===== src/verilog/etc_map.vh =====
/*
 * register map, field positions, reset values and source codes of the
 * edge timing control block.
 * assumes a 32-bit apb with word-aligned registers; data sits in bits 15..0.
 */
`ifndef ETC_MAP_VH
`define ETC_MAP_VH

// ==========================================================================
// register byte offsets
`define ETC_OFF_CONTROL_ONE   12'h000
`define ETC_OFF_CONTROL_TWO   12'h004
`define ETC_OFF_IRQ_STATUS    12'h008
`define ETC_OFF_IRQ_MASK      12'h00c

// ==========================================================================
// measure_control_one fields
`define ETC_BIT_UNIT_ENABLE   15
`define ETC_BIT_IDLE_STOP     13
`define ETC_BIT_DELAY_GEN     12
`define ETC_BIT_EDGE_GATE     11
`define ETC_BIT_EDGE_ORDER    10
`define ETC_BIT_SRC_GROUND    9
`define ETC_BIT_TRIG_ENABLE   8
`define ETC_CONTROL_ONE_MASK  16'hbf00
`define ETC_CONTROL_ONE_RESET 16'h0000

// ==========================================================================
// measure_control_two fields
`define ETC_BIT_FIRST_SAMPLING   15
`define ETC_BIT_FIRST_POLARITY   14
`define ETC_FLD_FIRST_SEL_HI     13
`define ETC_FLD_FIRST_SEL_LO     10
`define ETC_BIT_SECOND_FLAG      9
`define ETC_BIT_FIRST_FLAG       8
`define ETC_BIT_SECOND_SAMPLING  7
`define ETC_BIT_SECOND_POLARITY  6
`define ETC_FLD_SECOND_SEL_HI    5
`define ETC_FLD_SECOND_SEL_LO    2
`define ETC_CONTROL_TWO_RESET    16'h0000

// ==========================================================================
// interrupt status and mask fields
`define ETC_IRQ_FIRST_EDGE    0
`define ETC_IRQ_SECOND_EDGE   1
`define ETC_IRQ_ORDER_BLOCK   2
`define ETC_IRQ_WIDTH         3
`define ETC_IRQ_RESET         3'h0

// ==========================================================================
// edge source select codes
`define ETC_SEL_CODE_3        4'h3
`define ETC_SEL_CODE_2        4'h2
`define ETC_SEL_CODE_1        4'h1
`define ETC_SEL_CODE_0        4'h0

`endif


===== src/verilog/etc_edge_channel.v =====
/*
 * one edge channel: picks one of four sources, applies polarity and
 * edge or level response, and reports a hit.
 * assumes all four sources are already on the clk domain.
 */
module etc_edge_channel (
   // clock and reset
   input  wire       clk,
   input  wire       rst_n,
   // sources, index equals select code
   input  wire [3:0] sources,
   // configuration
   input  wire [3:0] sourceSel,
   input  wire       sampling,
   input  wire       polarity,
   // result
   output wire       hit
);

   // ==========================================================================
   // source selection
   reg  srcLevel;
   reg  srcPrev_q;
   wire riseSeen;
   wire fallSeen;

   // reserved codes 01xx and 1xxx select nothing
   always @* begin
      if (sourceSel[3:2] != 2'h0) begin
         srcLevel = 1'b0;
      end else begin
         srcLevel = sources[sourceSel[1:0]];
      end
   end

   // previous level for edge detection
   always @(posedge clk) begin
      if (!rst_n) begin
         srcPrev_q <= 1'b0;
      end else begin
         srcPrev_q <= srcLevel;
      end
   end

   assign riseSeen = srcLevel & ~srcPrev_q;
   assign fallSeen = ~srcLevel & srcPrev_q;

   // ==========================================================================
   // response
   // edge or level
   assign hit = sampling ? (polarity ? riseSeen : fallSeen)
                         : (srcLevel == polarity);

endmodule


===== src/verilog/etc_edge_timing_control.v =====
/*
 * edge timing control: apb register file, two edge channels, edge gating
 * and ordering, current source, ground, delay and trigger controls,
 * sticky interrupt status with mask.
 * assumes edge pins are asynchronous; compare, timer, comparator, capture
 * and idle indications come from logic on clk.
 */
// Overview of operation
// - unit enable bit 15 switches the measurement unit on or off, except the ground bit 9 output
// - idle stop bit 13 halts the unit while processor idles
// - delay generation bit 12 enables edge delay generation
// - edge order bit 10 ignores second edge before first one
// - ground bit 9 grounds the current source output while set
// - trigger enable bit 8 lets the trigger output drive
// - bit 14 and bits 7..0 read zero whatever is written
// - four selectable trigger sources feed each edge channel
// - each channel has its own polarity setting
// - edge flags bits 8 and 9 set on edges, software writable
// - sampling bit picks edge response or level response
// - polarity bit one means positive, zero negative response
// - source codes 3,2,1,0 pick pins, compare, timer (second channel: pins, comparator, capture); others reserved
`include "etc_map.vh"

module etc_edge_timing_control #(
   parameter ADDR_WIDTH = 12
) (
   // clock and reset
   input  wire                  clk,
   input  wire                  rst_n,
   // apb slave
   input  wire                  psel,
   input  wire                  penable,
   input  wire                  pwrite,
   input  wire [ADDR_WIDTH-1:0] paddr,
   input  wire [31:0]           pwdata,
   output reg  [31:0]           prdata,
   output reg                   pready,
   output reg                   pslverr,
   // edge pins, asynchronous
   input  wire                  edgeInputPinOne,
   input  wire                  edgeInputPinTwo,
   // on-chip edge sources
   input  wire                  outputCompareUnit,
   input  wire                  timerEvent,
   input  wire                  comparatorEvent,
   input  wire                  inputCaptureEvent,
   // processor power state
   input  wire                  idleMode,
   // analog and trigger controls
   output reg                   currentSourceOn,
   output reg                   currentSourceGround,
   output reg                   delayGenerationOn,
   output reg                   triggerOut,
   // interrupt
   output reg                   irq
);

   // ==========================================================================
   // declarations
   reg  [15:0]               controlOne_q;
   reg  [15:0]               controlOne_d;
   reg  [15:0]               controlTwo_q;
   reg  [15:0]               controlTwo_d;
   reg  [`ETC_IRQ_WIDTH-1:0] irqStatus_q;
   reg  [`ETC_IRQ_WIDTH-1:0] irqStatus_d;
   reg  [`ETC_IRQ_WIDTH-1:0] irqMask_q;
   reg  [`ETC_IRQ_WIDTH-1:0] irqMask_d;
   reg  [31:0]               readData;
   reg                       addrHit;
   reg                       pinOneMeta_q;
   reg                       pinOneSync_q;
   reg                       pinTwoMeta_q;
   reg                       pinTwoSync_q;
   reg                       firstFlag_d;
   reg                       secondFlag_d;
   wire                      setupPhase;
   wire                      accessDone;
   wire                      writeDone;
   wire                      writeOne;
   wire                      writeTwo;
   wire                      writeStatus;
   wire                      writeMask;
   wire                      unitEnable;
   wire                      idleStop;
   wire                      edgeGate;
   wire                      edgeOrder;
   wire                      trigEnable;
   wire                      unitActive;
   wire                      edgesOpen;
   wire                      firstFlag;
   wire                      secondFlag;
   wire                      firstHit;
   wire                      secondHit;
   wire                      firstEvent;
   wire                      secondEvent;
   wire                      orderBlocked;
   wire [3:0]                firstSources;
   wire [3:0]                secondSources;
   wire [`ETC_IRQ_WIDTH-1:0] irqEvents;

   // ==========================================================================
   // apb phase decode
   assign setupPhase = psel & ~penable;
   assign accessDone = psel & penable & pready;
   assign writeDone  = accessDone & pwrite & addrHit;

   // address decode of the current request
   always @* begin
      if (paddr == `ETC_OFF_CONTROL_ONE) begin
         addrHit = 1'b1;
      end else if (paddr == `ETC_OFF_CONTROL_TWO) begin
         addrHit = 1'b1;
      end else if (paddr == `ETC_OFF_IRQ_STATUS) begin
         addrHit = 1'b1;
      end else if (paddr == `ETC_OFF_IRQ_MASK) begin
         addrHit = 1'b1;
      end else begin
         addrHit = 1'b0;
      end
   end

   // per-register write strobes, taken at the completing edge
   assign writeOne    = writeDone & (paddr == `ETC_OFF_CONTROL_ONE);
   assign writeTwo    = writeDone & (paddr == `ETC_OFF_CONTROL_TWO);
   assign writeStatus = writeDone & (paddr == `ETC_OFF_IRQ_STATUS);
   assign writeMask   = writeDone & (paddr == `ETC_OFF_IRQ_MASK);

   // ==========================================================================
   // read mux
   always @* begin
      readData = 32'h0000_0000;
      if (paddr == `ETC_OFF_CONTROL_ONE) begin
         readData[15:0] = controlOne_q & `ETC_CONTROL_ONE_MASK;
      end else if (paddr == `ETC_OFF_CONTROL_TWO) begin
         readData[15:0] = {controlTwo_q[15:2], 2'h0};
      end else if (paddr == `ETC_OFF_IRQ_STATUS) begin
         readData[`ETC_IRQ_WIDTH-1:0] = irqStatus_q;
      end else if (paddr == `ETC_OFF_IRQ_MASK) begin
         readData[`ETC_IRQ_WIDTH-1:0] = irqMask_q;
      end else begin
         readData = 32'h0000_0000;
      end
   end

   // ready, data and error, all answered in the first access cycle
   always @(posedge clk) begin
      if (!rst_n) begin
         pready  <= 1'b0;
         prdata  <= 32'h0000_0000;
         pslverr <= 1'b0;
      end else begin
         pready  <= setupPhase;
         pslverr <= setupPhase & ~addrHit;
         if (setupPhase & ~pwrite) begin
            prdata <= readData;
         end else begin
            prdata <= 32'h0000_0000;
         end
      end
   end

   // ==========================================================================
   // control field views
   assign unitEnable = controlOne_q[`ETC_BIT_UNIT_ENABLE];
   assign idleStop   = controlOne_q[`ETC_BIT_IDLE_STOP];
   assign edgeGate   = controlOne_q[`ETC_BIT_EDGE_GATE];
   assign edgeOrder  = controlOne_q[`ETC_BIT_EDGE_ORDER];
   assign trigEnable = controlOne_q[`ETC_BIT_TRIG_ENABLE];
   assign firstFlag  = controlTwo_q[`ETC_BIT_FIRST_FLAG];
   assign secondFlag = controlTwo_q[`ETC_BIT_SECOND_FLAG];

   assign unitActive = unitEnable & ~(idleStop & idleMode);

   assign edgesOpen = unitActive & edgeGate;

   // ==========================================================================
   // pin synchronisers
   always @(posedge clk) begin
      if (!rst_n) begin
         pinOneMeta_q <= 1'b0;
         pinOneSync_q <= 1'b0;
         pinTwoMeta_q <= 1'b0;
         pinTwoSync_q <= 1'b0;
      end else begin
         pinOneMeta_q <= edgeInputPinOne;
         pinOneSync_q <= pinOneMeta_q;
         pinTwoMeta_q <= edgeInputPinTwo;
         pinTwoSync_q <= pinTwoMeta_q;
      end
   end

   // ==========================================================================
   // edge channels
   // four sources each
   assign firstSources  = {pinOneSync_q, pinTwoSync_q, outputCompareUnit, timerEvent};
   assign secondSources = {pinTwoSync_q, pinOneSync_q, comparatorEvent, inputCaptureEvent};

   etc_edge_channel u_firstChannel (
      .clk       (clk),
      .rst_n     (rst_n),
      .sources   (firstSources),
      .sourceSel (controlTwo_q[`ETC_FLD_FIRST_SEL_HI:`ETC_FLD_FIRST_SEL_LO]),
      .sampling  (controlTwo_q[`ETC_BIT_FIRST_SAMPLING]),
      .polarity  (controlTwo_q[`ETC_BIT_FIRST_POLARITY]),
      .hit       (firstHit)
   );

   etc_edge_channel u_secondChannel (
      .clk       (clk),
      .rst_n     (rst_n),
      .sources   (secondSources),
      .sourceSel (controlTwo_q[`ETC_FLD_SECOND_SEL_HI:`ETC_FLD_SECOND_SEL_LO]),
      .sampling  (controlTwo_q[`ETC_BIT_SECOND_SAMPLING]),
      .polarity  (controlTwo_q[`ETC_BIT_SECOND_POLARITY]),
      .hit       (secondHit)
   );

   // ==========================================================================
   // gating and ordering of edge events
   assign firstEvent = edgesOpen & firstHit;

   assign orderBlocked = edgesOpen & secondHit & edgeOrder & ~firstFlag;
   assign secondEvent  = edgesOpen & secondHit & ~orderBlocked;

   // ==========================================================================
   // control register one
   always @* begin
      controlOne_d = controlOne_q;
      if (writeOne) begin
         controlOne_d = pwdata[15:0] & `ETC_CONTROL_ONE_MASK;
      end
   end

   // ==========================================================================
   // control register two with edge flags
   always @* begin
      controlTwo_d = controlTwo_q;
      firstFlag_d  = firstFlag;
      secondFlag_d = secondFlag;
      if (writeTwo) begin
         controlTwo_d = {pwdata[15:2], 2'h0};
         firstFlag_d  = pwdata[`ETC_BIT_FIRST_FLAG];
         secondFlag_d = pwdata[`ETC_BIT_SECOND_FLAG];
      end
      // edge sets flag, wins over write
      controlTwo_d[`ETC_BIT_FIRST_FLAG]  = firstFlag_d | firstEvent;
      controlTwo_d[`ETC_BIT_SECOND_FLAG] = secondFlag_d | secondEvent;
   end

   // ==========================================================================
   // interrupt status and mask
   assign irqEvents = {orderBlocked, secondEvent, firstEvent};

   // sticky bits, write one clears, a new event wins
   always @* begin
      irqStatus_d = irqStatus_q;
      irqMask_d   = irqMask_q;
      if (writeStatus) begin
         irqStatus_d = irqStatus_q & ~pwdata[`ETC_IRQ_WIDTH-1:0];
      end
      if (writeMask) begin
         irqMask_d = pwdata[`ETC_IRQ_WIDTH-1:0];
      end
      irqStatus_d = irqStatus_d | irqEvents;
   end

   // ==========================================================================
   // register state
   always @(posedge clk) begin
      if (!rst_n) begin
         controlOne_q <= `ETC_CONTROL_ONE_RESET;
         controlTwo_q <= `ETC_CONTROL_TWO_RESET;
         irqStatus_q  <= `ETC_IRQ_RESET;
         irqMask_q    <= `ETC_IRQ_RESET;
      end else begin
         controlOne_q <= controlOne_d;
         controlTwo_q <= controlTwo_d;
         irqStatus_q  <= irqStatus_d;
         irqMask_q    <= irqMask_d;
      end
   end

   // ==========================================================================
   // analog, delay and trigger outputs
   // ground and the delay bit read the next-state control word, so they move
   // at the completing write edge; delay also needs the registered unit enable
   always @(posedge clk) begin
      if (!rst_n) begin
         currentSourceOn     <= 1'b0;
         currentSourceGround <= 1'b0;
         delayGenerationOn   <= 1'b0;
         triggerOut          <= 1'b0;
         irq                 <= 1'b0;
      end else begin
         currentSourceOn <= edgesOpen & controlTwo_d[`ETC_BIT_FIRST_FLAG]
                            & ~controlTwo_d[`ETC_BIT_SECOND_FLAG];
         currentSourceGround <= controlOne_d[`ETC_BIT_SRC_GROUND];
         delayGenerationOn <= unitActive & controlOne_d[`ETC_BIT_DELAY_GEN];
         triggerOut <= trigEnable & secondEvent;
         // level interrupt from unmasked status
         irq <= |(irqStatus_d & irqMask_d);
      end
   end

endmodule


===== config.mk =====
export PLATFORM = sky130hd
export DESIGN_NAME = etc_edge_timing_control
export DESIGN_NICKNAME = d
export VERILOG_FILES = /design/src/verilog/etc_edge_channel.v /design/src/verilog/etc_edge_timing_control.v
export VERILOG_INCLUDE_DIRS = /design/src /design/src/verilog
export SDC_FILE = /design/constraint.sdc
export NUM_CORES = 1
export LEC_CHECK = 0
export BUFFER_PORTS_ARGS = -buffer_cell sky130_fd_sc_hd__buf_2
export CAP_MARGIN = 10
export CORE_ASPECT_RATIO = 1.5
export CORE_MARGIN = 1
export CORE_UTILIZATION = 43
export CTS_BUF_LIST = sky130_fd_sc_hd__clkbuf_16
export CTS_CLUSTER_DIAMETER = 150
export DETAILED_ROUTE_END_ITERATION = 7
export PLACE_DENSITY = 0.76
export REMOVE_ABC_BUFFERS = 1
export SYNTH_ARGS = -nofsm -noshare
export SYNTH_HDL_FRONTEND = slang
export SYNTH_SLANG_ARGS = --single-unit

===== constraint.sdc =====
create_clock -name clk -period 2.3 [get_ports clk]
set_clock_uncertainty 0.2 [all_clocks]
set_input_delay 0.46 -clock clk [delete_from_list [all_inputs] [get_ports clk]]
set_output_delay 0.46 -clock clk [all_outputs]
set_load 0.1 [all_outputs]

Yosys cells after proc, flatten, opt, wreduce, memory -nomap -nowiden
Cells that the tools add are included.

Muxes and demuxes: 23. $lt $le $gt $ge: 2. Bitwise operators: 47. Equality and inequality tests: 5. Reductions and logical operators: 8.

Operator list (count): two-way mux 16 bit (2); AND 1 bit (27); equality test 12 x 4 -> 1 bit (second input constant) (2); two-way mux 1 bit (14); NOT 1 bit (14); two-way mux 13 bit (1); equality test 12 x 3 -> 1 bit (second input constant) (1); logical NOT 12 bit (1); two-way mux 3 bit (4); OR reduction 4 bit (2); AND 3 bit (2); less-than comparator 2 x 3 -> 1 bit (second input constant) (2); OR reduction 3 bit (2); binary-select mux 1 bit (select 2 bit) (2); nonzero test 2 bit (2); NOT 3 bit (1); bitwise OR 3 bit (1); equality test 1 bit (2); bitwise OR 1 bit (2); AND reduction 2 bit (1).

Output and inout port bits: 39. Word-level logic and storage cells: 109. Flip-flop bits (word level): 72. Bits of input ports: 56.

Depth between registers and ports, before layout
Depth after elaboration: 15. Depth in mapped cells: 6. Gate-level depth less buffers: 5.

Cells and area by module
A second synthesis with hierarchy kept.

Cell total of the unflattened synthesis: 226. Area total of the unflattened synthesis: 2297.2 sq um.

Modules (own cells, without submodules): etc_edge_timing_control (cells an instance 204, times used 1, sequential area each 1061.0 sq um, area an instance 2094.5 sq um); etc_edge_channel (cells an instance 11, times used 2, sequential area each 20.0 sq um, area an instance 101.3 sq um).

Worst setup path before layout
No wires, ideal clock.

Kind: reg2reg. Start point: register pready. End point: register controlOne_q[12]. Path buffers: 0. Clock period less this slack: 2.777 ns. Arrival time: 2.462 ns. Setup slack: -0.477 ns. Cell stages (with the launch flop): 6. Setup time: 0.114 ns. Data required time: 1.986 ns. Cell sequence: dfxtp_1 -> nand4_1 -> or4_4 -> nor3_4 -> mux2i_1 -> and2b_1.

Word-level cells in the longest chain between the ends: 5.

Ends and longest elaborated chain: from (decl) (line etc_edge_timing_control.v:37) `output reg pready,`; from (signal assigned) (line etc_edge_timing_control.v:152) `pready <= setupPhase;`; AND 1 bit (line etc_edge_timing_control.v:104) `assign accessDone = psel & penable & pready;`; AND 1 bit (2 in series) (line etc_edge_timing_control.v:105) `assign writeDone = accessDone & pwrite & addrHit;`; AND 1 bit (line etc_edge_timing_control.v:123) `` assign writeOne = writeDone & (paddr == `ETC_OFF_CONTROL_ONE); ``; two-way mux 13 bit (line etc_edge_timing_control.v:229) `if (writeOne) begin`; to (signal assigned) (line etc_edge_timing_control.v:271) `` controlOne_q <= `ETC_CONTROL_ONE_RESET; ``; to (signal assigned) (line etc_edge_timing_control.v:276) `controlOne_q <= controlOne_d;`; to (decl) (line etc_edge_timing_control.v:60) `reg [15:0] controlOne_q;`.

No other way between the ends. A chain may end at the register's enable or synchronous reset.

Worst setup path in the final report
Start point: input port paddr[1]. End point: register currentSourceOn.

Word-level cells in the longest chain between the ends: 11. Elaborated cells on any way between the ends: 17. Those cells by class: eq/ne: 3; mux: 6; bitwise: 7; reduce/logical: 1.

Ends and longest elaborated chain: from (decl) (line etc_edge_timing_control.v:34) `input wire [ADDR_WIDTH-1:0] paddr,`; equality test 12 x 4 -> 1 bit (no line); two-way mux 1 bit (line etc_edge_timing_control.v:115) `` end else if (paddr == `ETC_OFF_IRQ_MASK) begin ``; two-way mux 1 bit (line etc_edge_timing_control.v:113) `` end else if (paddr == `ETC_OFF_IRQ_STATUS) begin ``; two-way mux 1 bit (line etc_edge_timing_control.v:111) `` end else if (paddr == `ETC_OFF_CONTROL_TWO) begin ``; two-way mux 1 bit (line etc_edge_timing_control.v:109) `` if (paddr == `ETC_OFF_CONTROL_ONE) begin ``; AND 1 bit (line etc_edge_timing_control.v:105); AND 1 bit (*) (line etc_edge_timing_control.v:124) `` assign writeTwo = writeDone & (paddr == `ETC_OFF_CONTROL_TWO); ``; two-way mux 1 bit (line etc_edge_timing_control.v:240) `if (writeTwo) begin`; bitwise OR 1 bit, on equally long branches (line etc_edge_timing_control.v:246, etc_edge_timing_control.v:247); AND 1 bit or NOT 1 bit (tied branches) (line etc_edge_timing_control.v:295, etc_edge_timing_control.v:296); AND 1 bit (*) (line etc_edge_timing_control.v:295) `` currentSourceOn <= edgesOpen & controlTwo_d[`ETC_BIT_FIRST_FLAG] ``; to (signal assigned) (line etc_edge_timing_control.v:295); to (decl) (line etc_edge_timing_control.v:50) `output reg currentSourceOn,`.

Every way passes the cells marked *; elsewhere a longest branch is shown, timed or not.

==> results.cfg <==
[run_status]
outcome = finished with violations
violations = setup timing

[setup_path]
cpLargestDelayFamily = simple AND/OR/NAND/NOR gates
start_kind = primary input
path_cells = buf_6 -> or4_4 -> or4_4 -> nand2b_4 -> mux2_2 -> nor4b_4
reg2reg_slack_ps = 100
worstPathMaxFanout = 3
max_stage_delay_ps = 540
worst-path-buf-inv = 1
cp_common_cell = or4_4
worstSetupEndpointType = register
worstSetupPathType = primary input to register
cp.arrival_ps = 2320
cp.required_ps = 2310
worst_path_max_delay_cell = or4_4

[clocking]
clockBufferDepth = 2
cts_tree = yes
cts_root_buffer = clkbuf_16
cts_sinks = 55
cts_buffers = 5
cts.htree.levels = 2
path_clk_slew_ps = 70
clock_latency_ps = 290
hold_buffers = 0

[global_route]
grt.total_usage = 0.193
grt_overflow = 0
grt_max_degree = 37
grt_pass1_vias = 1807
grt_first_pass_wirelength_um = 8050
antenna_found_initial = 0

[pwr]
powerDensity_nw_per_um2 = 660
p_leak_nw = 1.26
ir_drop_v = 0.000369

[floorplan]
die_y_um = 91.6
io_pins = 95
core_area_um2 = 5160
die_w_um = 61.7
num_rows = 32
start_util = 0.445
die_area_um2 = 5650

[logic_synthesis]
yosysSeqAreaShare = 0.479
synth_area_um2 = 2300
ys_ff_latch = 55
synth_cell_types = 40
synth_ff_type = dfxtp_1
async_flop_share = 0
avgSynthCellArea_um2 = 9.71
synthCells = 237
synth-edff-count = 0
ys_warn_count = 0

[detailed_routing]
dr.max_layer_used = met4
drt-met1-wl_um = 2010
wl_per_cell_um = 13.0
dr.pass1.iters = 4
wl_met3_um = 204
postRouteAntennaNets = 0
wl_um = 4950
vias = 1888
drc = 0
wl_met2_um = 2590
drtIter0Drc = 79
vias_per_cell = 4.97

[timing]
period_share = 1.01
slew_violations = 0
fmax_mhz = 432
final-setup-viol-count = 3
fin_crit_ps = 2310
rsz0062_at_grt = true
setup_ws_ps = -12.6
hold_viol = 0
finalSetupTns_ps = -31.4

[finish]
final_util = 0.557
multi_input_area_um2 = 1100
diodes = 0
drive_gt1_frac = 0.304
layout_common_cells = buf_2 (61), dfxtp_1 (55), nand2_1 (27)
syn_to_final_growth_pct = 25.0
seqCellArea_um2 = 1100
final_common_cell = buf_2
nFillCells = 476
final_nets = 367
finalNonFillerCells = 380

[run]
maxCapViolations = 0

[worst_hold_path]
holdCritPathClass = primary input to register

[placed_design]
hpwl_um = 3630
place_inst = 371
post-place-ws_ps = -349
port_buffers = 62
place_congestion = 0.751
[where the power goes]
part	internal, mW	leakage, nW	switching, mW	total (mW)
clock	0.398	0.0726	0.332	0.730
sequential	0.958	0.445	0.00260	0.961
combinational	0.0445	0.744	0.164	0.208
[worst register-to-register path: stages (launching register included)]
cell     delay, ps
dfxtp_1        390
or3b_2         460
o22ai_1        300
mux2i_1        350
o31a_1         220
nor4b_4        210
[Yosys cell counts (2+ instances only)]
cell type	number	area (um2)
a21boi_0	18	135
a22o_1	7	61.3
a22oi_1	3	22.5
a31oi_1	2	12.5
and2_1	11	68.8
and3_1	9	56.3
buf_4	16	120
clkbuf_1	8	30.0
dfxtp_1	55	1100
inv_1	5	18.8
mux2_2	3	33.8
mux2i_1	14	140
nand2_1	27	101
nand2b_1	3	18.8
nand3_1	3	15.0
nand4_1	2	12.5
nor2_1	7	26.3
nor2b_1	10	62.6
nor3_1	2	10.0
nor4_1	3	18.8
o21a_1	3	22.5
o21ai_0	2	10.0
o221ai_1	2	17.5
o22ai_1	2	12.5
or3_1	3	18.8
or3b_2	2	17.5
or4_4	2	22.5
[path summary, 6_finish.rpt]
| kind | start | cells after the start | endpoint |
|---|---|---|---|
| worst max-delay path | paddr[1] | 6 | currentSourceOn$_SDFF_PN0_ |
| worst min-delay path | edgeInputPinOne | 2 | pinOneMeta_q$_SDFF_PN0_ |
| worst max register to register | controlTwo_q[11]$_SDFFE_PN0N_ | 5 | currentSourceOn$_SDFF_PN0_ |
| worst min register to register | pinOneMeta_q$_SDFF_PN0_ | 1 | pinOneSync_q$_SDFF_PN0_ |
[final cells by class]
cell class | count | share of cell area
Clock inverter | 3 | 0.00565
Tap cell | 68 | 0.0296
Timing Repair Buffer | 77 | 0.151
Multi-Input combinational cell | 167 | 0.381
Sequential cell | 55 | 0.383
Inverter | 5 | 0.00652
Clock buffer | 5 | 0.0435
[registers in the layout (all words and copies together), names as in the netlist, 3 cells and up]
| signal | flops |
|---|---|
| prdata | 16 |
| controlTwo_q | 14 |
| controlOne_q | 7 |
| irqMask_q | 3 |
| irqStatus_q | 3 |
[metrics by stage]
step	area [um2]	hold WS, ps	power, mW
6_report	2880	174	1.90
5_1_grt	2880	189	1.96
4_1_cts	2850	177	1.91
3_5_place_dp	2700	222	1.19
3_3_place_gp	2700	219	1.19
2_1_floorplan	2200	212	1.13
[kinds of logic after synthesis]
logic type | Yosys count | share of synthesized area
simple gates | 93 | 0.235
mux | 17 | 0.0756
flops | 55 | 0.479
buf+inv | 30 | 0.0756
compound gates | 41 | 0.134
other cells | 1 | 0.00163
[layer usage]
metal | vias up | track usage
met2 | 62 | 0.331
met5 | - | 0
met3 | 11 | 0.0399
met1 | 880 | 0.215
li1 | 935 | -
met4 | 0 | 0.0963
[what timing repair did]
item,CTS,global route
hold endpoints to repair,0,0
gates resized for setup,2,2
endpoints found under the setup margin,4,10
buffers inserted,0,1
No activity file was read; power rests on OpenSTA's default activity.
